[src/logic/iplma_defs.vh]
// constants of the interrupt priority and macro service arbiter
`ifndef IPLMA_DEFS_VH
`define IPLMA_DEFS_VH

// register byte offsets
`define IPLMA_OFS_CTRL      12'h000
`define IPLMA_OFS_STAT      12'h004
`define IPLMA_OFS_REQ       12'h008
`define IPLMA_OFS_MASK      12'h00c
`define IPLMA_OFS_MSEN      12'h010
`define IPLMA_OFS_PRIO_LO   12'h014
`define IPLMA_OFS_PRIO_HI   12'h018
`define IPLMA_OFS_MCNT      12'h01c
`define IPLMA_OFS_LAST      12'h020
`define IPLMA_OFS_PICK      12'h024

// field positions
`define IPLMA_CTRL_GIE      0
`define IPLMA_CTRL_NSEL     1
`define IPLMA_STAT_NMI      4
`define IPLMA_MCNT_IDX_LSB  8
`define IPLMA_LAST_LVL_LSB  8
`define IPLMA_LAST_MACRO    12
`define IPLMA_LAST_VALID    13
`define IPLMA_PICK_LVL_LSB  8
`define IPLMA_PICK_MACRO    12
`define IPLMA_PICK_VEC      13

// levels and admit masks, bit n set admits level n
`define IPLMA_N_LVL         4
`define IPLMA_LVL_W         2
`define IPLMA_ADMIT_NONE    4'h0
`define IPLMA_ADMIT_L0      4'h1
`define IPLMA_ADMIT_L01     4'h3
`define IPLMA_ADMIT_L012    4'h7
`define IPLMA_ADMIT_ALL     4'hf

// reset values
`define IPLMA_MASK_RST_BIT  1'b1
`define IPLMA_PRIO_RST_BIT  1'b1
`define IPLMA_ISR_RST       4'h0

`endif

[src/logic/iplma_pick.v]
// fixed default order picker: lowest index wins
module iplma_pick #(
  parameter W  = 23,
  parameter IW = 5
) (
  // candidates
  input  wire [W-1:0]  cand,
  // result
  output reg           any,
  output reg  [IW-1:0] idx
);

  integer i;

  always @* begin
    any = 1'b0;
    idx = {IW{1'b0}};
    // scanning downward lets the lowest index overwrite last
    for (i = W - 1; i >= 0; i = i - 1) begin
      if (cand[i]) begin
        any = 1'b1;
        idx = i[IW-1:0];
      end
    end
  end

endmodule

[src/logic/iplma_isr.v]
// in-service level record and admit mask for vectored requests
`include "iplma_defs.vh"
module iplma_isr (
  // clock and reset
  input  wire       clk_sys,
  input  wire       arst_n,
  // events
  input  wire       set_en,
  input  wire [1:0] set_lvl,
  input  wire       ret_clr,
  // admit conditions
  input  wire       gie,
  input  wire       nsel,
  input  wire       nmi_busy,
  // state
  output reg  [3:0] in_service_level_register,
  output reg  [3:0] allow
);

  wire [3:0] isr_inc  = ~in_service_level_register + `IPLMA_ADMIT_L0;
  wire [3:0] top_bit  = in_service_level_register & isr_inc;
  wire [3:0] clr_mask = ret_clr ? top_bit : `IPLMA_ADMIT_NONE;
  wire [3:0] set_mask = set_en ? (`IPLMA_ADMIT_L0 << set_lvl) : `IPLMA_ADMIT_NONE;

  always @(posedge clk_sys or negedge arst_n) begin
    if (!arst_n) begin
      in_service_level_register <= `IPLMA_ISR_RST;
    end else begin
      // a nested entry in the same cycle as a return keeps its bit
      in_service_level_register <= (in_service_level_register & ~clr_mask) | set_mask; // RULE18 RULE19
    end
  end

  always @* begin
    allow = `IPLMA_ADMIT_NONE;
    if (gie && !nmi_busy && !in_service_level_register[0]) begin // RULE4
      if (in_service_level_register[1]) begin
        allow = `IPLMA_ADMIT_L0; // RULE5
      end else if (in_service_level_register[2]) begin
        allow = `IPLMA_ADMIT_L01; // RULE5
      end else if (in_service_level_register[3]) begin
        allow = nsel ? `IPLMA_ADMIT_L012 : `IPLMA_ADMIT_ALL; // RULE6
      end else begin
        allow = `IPLMA_ADMIT_ALL;
      end
    end
  end

endmodule

[src/logic/iplma_top.v]
// interrupt priority and macro service arbiter with apb registers
//
// Notes on behaviour
// RULE1 - four programmable levels, zero is highest
// RULE2 - fixed default order breaks remaining ties
// RULE3 - vectored acknowledge clears global enable flag
// RULE4 - enable off or level0/nmi: macro only
// RULE5 - accept only strictly higher level than served
// RULE6 - level3 served: select bit limits to 0..2
// RULE7 - macro ignores enable flag and levels
// RULE8 - hold lower level, take later higher first
// RULE9 - requests during disabled service stay pending
// RULE10 - pending requests taken by priority, not age
// RULE11 - macro requests beat vectored requests
// RULE12 - macro requests ordered by default order only
// RULE13 - vectored taken from highest level down
// RULE14 - same level: higher default order first
// RULE15 - macro acknowledge starts transfer, not vector
// RULE16 - vectored raised after programmed macro count
// RULE17 - candidate only when flag set, unmasked
// RULE18 - vectored acknowledge sets in-service level bit
// RULE19 - return clears highest set in-service bit
`include "iplma_defs.vh"
module iplma_top #(
  parameter N_SRC = 23,
  parameter IW    = 5,
  parameter CNT_W = 8
) (
  // clock and reset
  input  wire              clk_sys,
  input  wire              arst_n,
  // apb slave
  input  wire [11:0]       paddr,
  input  wire              psel,
  input  wire              penable,
  input  wire              pwrite,
  input  wire [31:0]       pwdata,
  output reg  [31:0]       prdata,
  output wire              pready,
  output wire              pslverr,
  // peripheral requests, one-cycle pulses
  input  wire [N_SRC-1:0]  irq_set,
  // cpu core
  input  wire              core_ready,
  input  wire              reti,
  input  wire              nmi_busy,
  input  wire              enable_irq_instr,
  input  wire              disable_irq_instr,
  output reg               vec_ack,
  output reg               xfer_start,
  output reg  [IW-1:0]     ack_src,
  output reg  [1:0]        ack_lvl,
  output wire              global_irq_enable
);

  localparam [CNT_W-1:0] CNT_ONE = {{(CNT_W-1){1'b0}}, 1'b1};
  localparam [N_SRC-1:0] SRC_ONE = {{(N_SRC-1){1'b0}}, 1'b1};

  reg  [N_SRC-1:0] req_flag;
  reg  [N_SRC-1:0] mask_flag;
  reg  [N_SRC-1:0] msen;
  reg  [N_SRC-1:0] prio_lo;
  reg  [N_SRC-1:0] prio_hi;
  reg  [CNT_W-1:0] mcount [0:N_SRC-1];
  reg              global_irq_enable_flag;
  reg              level3_nesting_select;
  reg  [IW-1:0]    mcnt_sel;
  reg  [IW-1:0]    last_src;
  reg  [1:0]       last_lvl;
  reg              last_macro;
  reg              last_valid;

  wire [3:0]       in_service_level_register;
  wire [3:0]       allow;

  assign global_irq_enable = global_irq_enable_flag;

  // apb decode; zero wait states, every access completes at once
  wire setup_ph = psel & ~penable;
  wire acc_ph   = psel & penable;
  wire hit_ctrl = (paddr == `IPLMA_OFS_CTRL);
  wire hit_stat = (paddr == `IPLMA_OFS_STAT);
  wire hit_req  = (paddr == `IPLMA_OFS_REQ);
  wire hit_mask = (paddr == `IPLMA_OFS_MASK);
  wire hit_msen = (paddr == `IPLMA_OFS_MSEN);
  wire hit_plo  = (paddr == `IPLMA_OFS_PRIO_LO);
  wire hit_phi  = (paddr == `IPLMA_OFS_PRIO_HI);
  wire hit_mcnt = (paddr == `IPLMA_OFS_MCNT);
  wire hit_last = (paddr == `IPLMA_OFS_LAST);
  wire hit_pick = (paddr == `IPLMA_OFS_PICK);
  wire hit_any  = hit_ctrl | hit_stat | hit_req | hit_mask | hit_msen | hit_plo | hit_phi | hit_mcnt |
                  hit_last | hit_pick;

  assign pready  = 1'b1;
  assign pslverr = acc_ph & ~hit_any;

  wire wr_en   = acc_ph & pwrite;
  wire wr_ctrl = wr_en & hit_ctrl;
  wire wr_req  = wr_en & hit_req;
  wire wr_mask = wr_en & hit_mask;
  wire wr_msen = wr_en & hit_msen;
  wire wr_plo  = wr_en & hit_plo;
  wire wr_phi  = wr_en & hit_phi;
  wire wr_mcnt = wr_en & hit_mcnt;

  wire [IW-1:0]    wr_idx  = pwdata[`IPLMA_MCNT_IDX_LSB +: IW];
  wire [N_SRC-1:0] wdata_n = pwdata[N_SRC-1:0];

  // candidates
  wire [N_SRC-1:0] live  = req_flag & ~mask_flag; // RULE17
  wire [N_SRC-1:0] mcand = live & msen;
  wire [N_SRC-1:0] vcand = live & ~msen;

  // split vectored candidates by programmable level
  wire [`IPLMA_N_LVL*N_SRC-1:0] lvl_cand;
  wire [`IPLMA_N_LVL-1:0]       lvl_any;
  wire [`IPLMA_N_LVL*IW-1:0]    lvl_idx;

  genvar gl;
  genvar gs;
  generate
    for (gl = 0; gl < `IPLMA_N_LVL; gl = gl + 1) begin : g_lvl
      for (gs = 0; gs < N_SRC; gs = gs + 1) begin : g_src
        assign lvl_cand[gl*N_SRC+gs] = vcand[gs] & ({prio_hi[gs], prio_lo[gs]} == gl); // RULE1
      end
      iplma_pick #(
        .W  (N_SRC),
        .IW (IW)
      ) u_lvl_pick (
        .cand (lvl_cand[gl*N_SRC +: N_SRC]),
        .any  (lvl_any[gl]),
        .idx  (lvl_idx[gl*IW +: IW])
      ); // RULE2 RULE14
    end
  endgenerate

  wire          m_any;
  wire [IW-1:0] m_idx;

  // macro order ignores programmable levels entirely
  iplma_pick #(
    .W  (N_SRC),
    .IW (IW)
  ) u_macro_pick (
    .cand (mcand),
    .any  (m_any),
    .idx  (m_idx)
  ); // RULE12

  // best admitted level; lowest level number scanned last wins
  reg          v_ok;
  reg [IW-1:0] v_idx;
  reg [1:0]    v_lvl;
  integer      li;

  always @* begin
    v_ok  = 1'b0;
    v_idx = {IW{1'b0}};
    v_lvl = 2'h0;
    for (li = `IPLMA_N_LVL - 1; li >= 0; li = li - 1) begin
      if (lvl_any[li] && allow[li]) begin // RULE8 RULE10
        v_ok  = 1'b1;
        v_idx = lvl_idx[li*IW +: IW];
        v_lvl = li[1:0];
      end
    end // RULE13
  end

  // macro first whenever both kinds are present
  wire do_macro = core_ready & m_any; // RULE7 RULE11
  wire do_vec   = core_ready & ~m_any & v_ok;

  // final macro operation leaves the flag set so it turns vectored
  wire [CNT_W-1:0] m_cnt   = mcount[m_idx];
  wire             m_final = do_macro & (m_cnt <= CNT_ONE);
  wire [N_SRC-1:0] m_bit   = SRC_ONE << m_idx;
  wire [N_SRC-1:0] v_bit   = SRC_ONE << v_idx;
  wire [N_SRC-1:0] ack_clr = (do_macro & ~m_final) ? m_bit : (do_vec ? v_bit : {N_SRC{1'b0}});
  wire [N_SRC-1:0] fin_clr = m_final ? m_bit : {N_SRC{1'b0}};
  wire [N_SRC-1:0] sw_clr  = wr_req ? wdata_n : {N_SRC{1'b0}};

  // in-service record
  iplma_isr u_isr (
    .clk_sys                   (clk_sys),
    .arst_n                    (arst_n),
    .set_en                    (do_vec),
    .set_lvl                   (v_lvl),
    .ret_clr                   (reti),
    .gie                       (global_irq_enable_flag),
    .nsel                      (level3_nesting_select),
    .nmi_busy                  (nmi_busy),
    .in_service_level_register (in_service_level_register),
    .allow                     (allow)
  );

  // flags and configuration
  always @(posedge clk_sys or negedge arst_n) begin
    if (!arst_n) begin
      req_flag               <= {N_SRC{1'b0}};
      mask_flag              <= {N_SRC{`IPLMA_MASK_RST_BIT}};
      msen                   <= {N_SRC{1'b0}};
      prio_lo                <= {N_SRC{`IPLMA_PRIO_RST_BIT}};
      prio_hi                <= {N_SRC{`IPLMA_PRIO_RST_BIT}};
      global_irq_enable_flag <= 1'b0;
      level3_nesting_select  <= 1'b0;
      mcnt_sel               <= {IW{1'b0}};
    end else begin
      // a new pulse wins over an acknowledge or software clear
      req_flag <= (req_flag & ~ack_clr & ~sw_clr) | irq_set; // RULE9
      msen     <= (wr_msen ? wdata_n : msen) & ~fin_clr; // RULE16
      if (wr_mask) begin
        mask_flag <= wdata_n;
      end
      if (wr_plo) begin
        prio_lo <= wdata_n;
      end
      if (wr_phi) begin
        prio_hi <= wdata_n;
      end
      if (wr_ctrl) begin
        level3_nesting_select <= pwdata[`IPLMA_CTRL_NSEL];
      end
      if (wr_mcnt) begin
        mcnt_sel <= wr_idx;
      end
      // acknowledge beats any enabling in the same cycle
      if (do_vec) begin
        global_irq_enable_flag <= 1'b0; // RULE3
      end else if (disable_irq_instr) begin
        global_irq_enable_flag <= 1'b0;
      end else if (enable_irq_instr) begin
        global_irq_enable_flag <= 1'b1;
      end else if (wr_ctrl) begin
        global_irq_enable_flag <= pwdata[`IPLMA_CTRL_GIE];
      end
    end
  end

  // macro operation counters, one per source
  generate
    for (gs = 0; gs < N_SRC; gs = gs + 1) begin : g_cnt
      always @(posedge clk_sys or negedge arst_n) begin
        if (!arst_n) begin
          mcount[gs] <= {CNT_W{1'b0}};
        end else if (wr_mcnt && (wr_idx == gs)) begin
          mcount[gs] <= pwdata[CNT_W-1:0];
        end else if (do_macro && (m_idx == gs) && (mcount[gs] != {CNT_W{1'b0}})) begin
          mcount[gs] <= mcount[gs] - CNT_ONE; // RULE16
        end
      end
    end
  endgenerate

  // acknowledge outputs, one-cycle pulses with held source and level
  always @(posedge clk_sys or negedge arst_n) begin
    if (!arst_n) begin
      vec_ack    <= 1'b0;
      xfer_start <= 1'b0;
      ack_src    <= {IW{1'b0}};
      ack_lvl    <= 2'h0;
      last_src   <= {IW{1'b0}};
      last_lvl   <= 2'h0;
      last_macro <= 1'b0;
      last_valid <= 1'b0;
    end else begin
      vec_ack    <= do_vec;
      xfer_start <= do_macro; // RULE15
      if (do_macro) begin
        ack_src    <= m_idx;
        ack_lvl    <= {prio_hi[m_idx], prio_lo[m_idx]};
        last_src   <= m_idx;
        last_lvl   <= {prio_hi[m_idx], prio_lo[m_idx]};
        last_macro <= 1'b1;
        last_valid <= 1'b1;
      end else if (do_vec) begin
        ack_src    <= v_idx;
        ack_lvl    <= v_lvl;
        last_src   <= v_idx;
        last_lvl   <= v_lvl;
        last_macro <= 1'b0;
        last_valid <= 1'b1;
      end
    end
  end

  // read mux; data is a snapshot taken at the setup edge
  reg [31:0] next_prdata;

  always @* begin
    next_prdata = 32'h0000_0000;
    if (hit_ctrl) begin
      next_prdata[`IPLMA_CTRL_GIE]  = global_irq_enable_flag;
      next_prdata[`IPLMA_CTRL_NSEL] = level3_nesting_select;
    end else if (hit_stat) begin
      next_prdata[3:0]             = in_service_level_register;
      next_prdata[`IPLMA_STAT_NMI] = nmi_busy;
    end else if (hit_req) begin
      next_prdata[N_SRC-1:0] = req_flag;
    end else if (hit_mask) begin
      next_prdata[N_SRC-1:0] = mask_flag;
    end else if (hit_msen) begin
      next_prdata[N_SRC-1:0] = msen;
    end else if (hit_plo) begin
      next_prdata[N_SRC-1:0] = prio_lo;
    end else if (hit_phi) begin
      next_prdata[N_SRC-1:0] = prio_hi;
    end else if (hit_mcnt) begin
      next_prdata[CNT_W-1:0]                    = mcount[mcnt_sel];
      next_prdata[`IPLMA_MCNT_IDX_LSB +: IW]    = mcnt_sel;
    end else if (hit_last) begin
      next_prdata[IW-1:0]                       = last_src;
      next_prdata[`IPLMA_LAST_LVL_LSB +: 2]     = last_lvl;
      next_prdata[`IPLMA_LAST_MACRO]            = last_macro;
      next_prdata[`IPLMA_LAST_VALID]            = last_valid;
    end else if (hit_pick) begin
      next_prdata[IW-1:0]                       = m_any ? m_idx : v_idx;
      next_prdata[`IPLMA_PICK_LVL_LSB +: 2]     = m_any ? {prio_hi[m_idx], prio_lo[m_idx]} : v_lvl;
      next_prdata[`IPLMA_PICK_MACRO]            = m_any;
      next_prdata[`IPLMA_PICK_VEC]              = v_ok;
    end
  end

  always @(posedge clk_sys or negedge arst_n) begin
    if (!arst_n) begin
      prdata <= 32'h0000_0000;
    end else if (setup_ph && !pwrite) begin
      prdata <= next_prdata;
    end
  end

endmodule

[config.mk]
export PLATFORM = sky130hd
export DESIGN_NAME = iplma_top
export DESIGN_NICKNAME = d
export VERILOG_FILES = /design/src/logic/iplma_pick.v /design/src/logic/iplma_isr.v /design/src/logic/iplma_top.v
export VERILOG_INCLUDE_DIRS = /design/src /design/src/logic
export SDC_FILE = /design/constraint.sdc
export NUM_CORES = 1
export LEC_CHECK = 0
export BUFFER_PORTS_ARGS = -buffer_cell sky130_fd_sc_hd__buf_4
export CAP_MARGIN = 20
export CORE_MARGIN = 3
export CORE_UTILIZATION = 45
export DETAILED_ROUTE_END_ITERATION = 7
export GPL_TIMING_DRIVEN = 0
export PLACE_DENSITY = 0.59
export SLEW_MARGIN = 10
export SYNTH_ARGS = -nofsm -noshare
export SYNTH_HDL_FRONTEND = slang
export SYNTH_SLANG_ARGS = --single-unit
[constraint.sdc]
create_clock -name clk_sys -period 4.1 [get_ports clk_sys]
set_input_delay 0.82 -clock clk_sys [delete_from_list [all_inputs] [get_ports clk_sys]]
set_output_delay 0.82 -clock clk_sys [all_outputs]
set_load 0.1 [all_outputs]
# Word-level counts from Yosys, hierarchy flattened
# Index checks and enable logic that the tools add are counted.
word_totals:
  input_bits: 77
  output_inout_bits: 44
  wordCells: 831
  regBits: 344
op_classes:
  shift: 3
  n_reduce_logical: 153
  n_eq_ne: 122
  addsub: 24
  order_cmp: 4
  n_bitwise: 140
  muxes: 346
ops:
  columns: ["cell", "n"]
  rows:
  - ["two-way mux 5 bit", 126]
  - ["two-way mux 8 bit", 50]
  - ["two-way mux 23 bit", 9]
  - ["nonzero test 8 bit", 23]
  - ["subtractor 8 x 1 -> 8 bit, second input constant", 23]
  - ["AND 23 bit", 6]
  - ["two-way mux 1 bit", 131]
  - ["NOT 23 bit", 5]
  - ["AND 1 bit", 108]
  - ["== test 2 bit, second input constant", 46]
  - ["binary-select mux 8 bit (select 5 bit)", 2]
  - ["== test 5 x 4 -> 1 bit, second input constant", 16]
  - ["logical AND 1 bit", 76]
  - ["== test 5 bit, second input constant", 14]
  - ["== test 12 x 5 -> 1 bit, second input constant", 4]
  - ["nonzero test 2 bit", 24]
  - ["== test 2 x 1 -> 1 bit, second input constant", 23]
  - ["zero test 2 bit", 23]
  - ["<< shifter 1 x 5 -> 23 bit, first input constant", 2]
  - ["== test 5 x 3 -> 1 bit, second input constant", 8]
  - ["two-way mux 2 bit", 14]
  - ["two-way mux 4 bit", 7]
  - ["== test 12 x 4 -> 1 bit, second input constant", 2]
  - ["== test 12 x 6 -> 1 bit, second input constant", 2]
  - ["25 further kinds", 48]

# Longest topological paths before layout
depth:
  depth_word: 43
  mapped_depth: 15
  mapped_depth_nobuf: 11

# Hierarchy
# Synthesis repeated with hierarchy kept, for this count alone.
unflattened:
  hier_cells: 2705
  area_unflattened_um2: 24275.8
modules_own_cells:
  columns: ["mod", "seq_area_each_um2", "instances", "area_each_um2", "cells_per_inst"]
  rows:
  - ["iplma_top", 8594.5, 1, 22709.3, 2460]
  - ["iplma_pick", 0.0, 5, 267.8, 45]
  - ["iplma_isr", 100.1, 1, 227.7, 20]

# Worst setup path after synthesis
# OpenSTA, ideal clock, no wires.
synth_timing:
  path_type: "input port to output port"
  from: "in paddr[3]"
  to: "out pslverr"
  n_path_buf: 2
  path_stages: 4
  setup_slack_ps: 287
  arrival_ps: 2993
  path_cell_list: "clkbuf_1 > buf_1 > o21ai_0 > a21oi_1"
synth_between:
  elab_chain_len: 12
  elab_cells_between_ends: 21
  classes_between: "9 x eq/ne; 11 x bitwise; 1 x reduce/logical"
synth_rtl:
  columns: ["element", "line", "rtl"]
  rows:
  - ["start: declaration", "iplma_top.v:33", "input wire [11:0] paddr,"]
  - ["== test 12 x 3 -> 1 bit (no line) or zero test 12 bit (tied branches)", null, null]
  - ["bitwise OR 1 bit (8 in series)", "iplma_top.v:91", "wire hit_any = hit_ctrl | hit_stat | hit_req | hit_mask | hit_msen | hit_plo | hit_phi | hit_mcnt |"]
  - ["bitwise OR 1 bit *", "iplma_top.v:92", "hit_last | hit_pick;"]
  - ["NOT 1 bit *", "iplma_top.v:95", "assign pslverr = acc_ph & ~hit_any;"]
  - ["AND 1 bit *", "iplma_top.v:95", null]
  - ["end: declaration", "iplma_top.v:40", "output wire pslverr,"]
# Mark *: on every way between the ends. The rest lies on a longest branch, timed or not.

# Worst setup path in the final report
layout_timing:
  from: "reg msen[2]"
  to: "reg last_lvl[0]"
layout_between:
  elab_chain_len: 13
  elab_cells_between_ends: 46
  classes_between: "30 x mux; 11 x bitwise; 5 x reduce/logical"
layout_rtl:
  columns: ["element", "line", "rtl"]
  rows:
  - ["start: declaration", "iplma_top.v:61", "reg [N_SRC-1:0] msen;"]
  - ["start signal: assignment", "iplma_top.v:201", "msen <= {N_SRC{1'b0}};"]
  - ["start signal: assignment", "iplma_top.v:210", "msen <= (wr_msen ? wdata_n : msen) & ~fin_clr;"]
  - ["NOT 23 bit", "iplma_top.v:112", "wire [N_SRC-1:0] vcand = live & ~msen;"]
  - ["AND 23 bit", "iplma_top.v:112", null]
  - ["AND 1 bit", "iplma_top.v:124", "assign lvl_cand[gl*N_SRC+gs] = vcand[gs] & ({prio_hi[gs], prio_lo[gs]} == gl);"]
  - ["two-way mux 1 bit (3 in series)", "iplma_pick.v:20", "if (cand[i]) begin"]
  - ["logical AND 1 bit", "iplma_top.v:161", "if (lvl_any[li] && allow[li]) begin"]
  - ["two-way mux 2 bit or two-way mux 1 bit (tied branches) (4 in series)", "iplma_top.v:161", null]
  - ["two-way mux 2 bit or AND 1 bit (tied branches)", "iplma_top.v:275, iplma_top.v:171", null]
  - ["two-way mux 2 bit or nonzero test 2 bit (tied branches)", null, null]
  - ["end signal: assignment", "iplma_top.v:272", "last_lvl <= {prio_hi[m_idx], prio_lo[m_idx]};"]
  - ["end signal: assignment", "iplma_top.v:279", "last_lvl <= v_lvl;"]
  - ["end: declaration", "iplma_top.v:69", "reg [1:0] last_lvl;"]
# Several ways; a longest one is shown, not always the timed one. The select of a mux whose other input is x is not followed.
# A chain may end at the register's enable or synchronous reset.

==> key figures <==
GRT
  • Wire length of the first global-routing pass: around 160 mm
  • Initial antenna violation count: 1
  • Vias in the first global route: between 20000 and 25000
  • GRT Overall Usage: 37.8%
  • Largest net degree at the start of global routing: 102
  • Total gr overflow: 0

Power
  • Combinational share of power: 14.3%
  • Pint: about 5.8 mW
  • Sequential share of power: between 40% and 50%
  • Switching part of the total power: between 30% and 40%
  • Total power: roughly 8.4 mW
  • Maximum VDD drop: 0.244 mV
  • PwrDens: approximately 300 nW/um2
  • Switching Power: 2.57 mW
  • Clock share of power: 43.7%
  • Pleak: roughly 11 nW

STA
  • Final period util: 103%
  • Post-layout minimum cycle time: ~4.2 ns
  • Max-slew headroom: between 10% and 20%
  • RSZ-0062 raised after global routing: yes
  • Final Hold Fails: 0
  • Final worst slack: -0.130 ns
  • Hold_ws: 0.292 ns
  • Setup tns final: -0.741 ns
  • Worst-Margin Slew: 1.20 ns
  • Top achievable clock speed: around 240 MHz
  • # setup viols final: 21
  • Worst Clk Skew: 0.0239 ns
  • Slew Limit Fails: 0

Setup path
  • CP Max Fanout: 10
  • Setup CP Type: register to register
  • Worst setup SP type: register
  • CP Data Required Time: ~4.5 ns
  • CP endpoint kind: register
  • Crit path DAT: roughly 4.7 ns

Clock tree
  • Clock sinks: 344
  • CTS tree: yes
  • CTS Buf Count: 42
  • H-Tree Depth: 2
  • Worst skew pair latency: ~0.59 ns
  • CTS Hold Bufs: 0
  • CTS max path bufs: 3
  • Clock slew at reported path FFs: 0.06 ns
  • Root Buffer: clkbuf_16

Flow run
  • Max-Cap Viols: 0

Route
  • Drt total wl: 111 mm
  • Drt first pass iters: 8
  • Post-route DRC: 0
  • Routed wire per std cell: ~30 um
  • Via count: around 24000
  • Detail Route Antenna Nets: 0
  • Via-to-Cell Ratio: approximately 6.6
  • Iteration-0 DRC Markers: about 2700

Die
  • Row cnt: 85
  • Die area: slightly below 60000 um2
  • Num ports: 121
  • DIE HEIGHT: roughly 240 um
  • Die X: 240 um
  • Initial Util: 45.7%
  • Core area: around 54000 um2

Min path
  • Worst hold-check path type: primary input to async pin

Placement
  • Post-DP HPWL: roughly 85 mm
  • Dpl cells: approximately 3600
  • RePlAce Congestion: about 1.1
  • IO Port Bufs: between 90 and 100

Layout
  • Nets: approximately 3100
  • Share of layout cells above drive strength 1: a little under a fifth
  • Post-Layout Cell Count: approximately 3700
  • Fin util: between 50% and 60%
  • Syn-to-layout area delta: 14.2%

Logic synthesis
  • Syn Area/Cell: 8.86 um2
  • Yosys warns: 0
  • Sequential fraction of the synthesis area: a little over a third
  • FFs w/ async S/R, synth: 100%
  • Syn Inst Count: 2786
  • Cell area after synthesis: between 20000 and 25000 um2
  • Post-synth EDFFs: 0
  • Unique masters post-synth: about 110
  • Flops & latches, synth: 344
  • Predominant post-synthesis flop cell: dfrtp_1

Status
  • Status: complete, but fails checks
  • Violated checks: setup timing
-- per-stage QoR --
stage | cell area [um2] | worst slack, ns
final | 28200 | -0.130
after global routing | 28200 | -0.130
after CTS | 28000 | -0.00418
after detailed placement | 26400 | -0.826
after global placement | 26300 | -1.30
after floorplan | 24700 | 0.287
-- Yosys cell counts (20+ instances only) --
cell,count,area [um2]
nand2_1,326,1220
dfrtp_1,275,6880
nor2_1,260,976
a21oi_1,182,911
o21ai_0,157,786
xnor2_1,114,998
clkbuf_1,90,338
inv_1,90,338
mux2_2,79,890
nor3_1,78,390
dfstp_2,69,1810
mux2i_1,69,691
mux4_2,48,1080
nand3_1,48,240
ha_1,46,576
xor2_1,46,403
a22oi_1,42,315
nand3b_1,41,308
nand2b_1,40,250
o22ai_1,39,244
nor2b_1,36,225
nor4_1,35,219
o211ai_1,32,240
nor3b_1,27,203
o21ai_1,27,135
a211oi_1,25,188
or3_1,24,150
buf_1,22,82.6
buf_2,20,100
-- critical path: stages (launching register included) --
cell,delay (ns)
dfrtp_1,0.63
and3b_2,0.36
nand2b_1,0.18
a21oi_1,0.07
nor4_2,0.39
and2_1,0.26
buf_4,0.26
buf_4,0.31
clkbuf_1,0.58
nand2_1,0.17
a21oi_1,0.24
o31ai_2,0.13
o31ai_2,0.21
o2bb2ai_1,0.19
a21oi_1,0.08
-- sequential cells by signal, indices dropped and copies added (netlist names), 2 cells and up --
| register | cells |
|---|---|
| u_isr.in_service_level_register | 4 |
| msen | 23 |
| mask_flag | 23 |
| prio_lo | 23 |
| req_flag | 23 |
| prio_hi | 23 |
| prdata | 23 |
| mcnt_sel | 5 |
| mcount | 184 |
| last_lvl | 2 |
| last_src | 5 |
-- kinds of logic after synthesis --
kind of cell	Yosys count	share of synthesized area, %
flip-flops	344	35.2
XOR/XNOR	160	5.67
other	2	0.0304
adder cells (fa/ha/maj)	46	2.33
AO/OA/AOI/OAI	699	18.7
buffers and inverters	242	4.08
AND/OR/NAND/NOR	1097	23.2
multiplexers	196	10.8
-- layout by cell type (no fill, tap or decap), types with 79 or more instances in the layout --
cell and n:
nand2_1 323, dfrtp_1 272, nor2_1 251, a21oi_1 181, o21ai_0 157, buf_4 123, xnor2_1 114, clkbuf_1 99
inv_1 89, mux2_2 79
-- layer usage --
metal  global-route usage, %  share of wire, %  routed length (um)  vias to the layer above
met5                       0             0.022                  25                        -
met3                    6.45               8.6                9600                      407
met1                    47.9                39               43100                    12000
li1                        -                 -                   -                    10500
met4                    28.3               8.7                9710                        2
met2                    58.1                44               48900                     1392
-- power by group through the flow --
stage / clock network (mW) / registers, mW / logic, mW
floorplan: 0 / 3.93 / 0.324
global placement: 0 / 3.58 / 1.13
detailed placement: 0 / 3.58 / 1.15
CTS: 3.69 / 3.52 / 1.17
global route: 3.83 / 3.53 / 1.23
finish: 3.67 / 3.52 / 1.20
-- what timing repair did --
item	in CTS	in global routing
resized for setup	43	36
setup buffers	2	8
pin swaps	3	4
setup endpoints to repair	113	160
gates cloned	0	1
-- path summary, 6_finish.rpt --
check / from / to / slack, ns / cells past startpoint
min in group clk_sys: disable_irq_instr / global_irq_enable$_DFFE_PN0P_ / 0.39 / 2
hold / removal: arst_n / mcount[99]$_DFFE_PN0P_ / 0.29 / 1
hold reg to reg: last_macro$_DFFE_PN0P_ / last_macro$_DFFE_PN0P_ / 0.49 / 2
setup reg to reg: msen[2]$_DFF_PN0_ / last_lvl[0]$_DFFE_PN0P_ / -0.13 / 14
setup / recovery: msen[2]$_DFF_PN0_ / last_lvl[0]$_DFFE_PN0P_ / -0.13 / 14
max in group asynchronous: arst_n / mcount[49]$_DFFE_PN0P_ / 2.39 / 3
-- area by class of cell --
cell class	count	area, um2
clock buffers	67	1260
well taps	696	871
diodes	2	5.00
flip-flops and latches	344	8700
clock inverters	8	47.5
fillers	5123	25800
plain buffers	149	693
inverters	91	342
multi-input cells	2209	15300
repair buffers	113	945
Power figures use the tool's default switching activity.
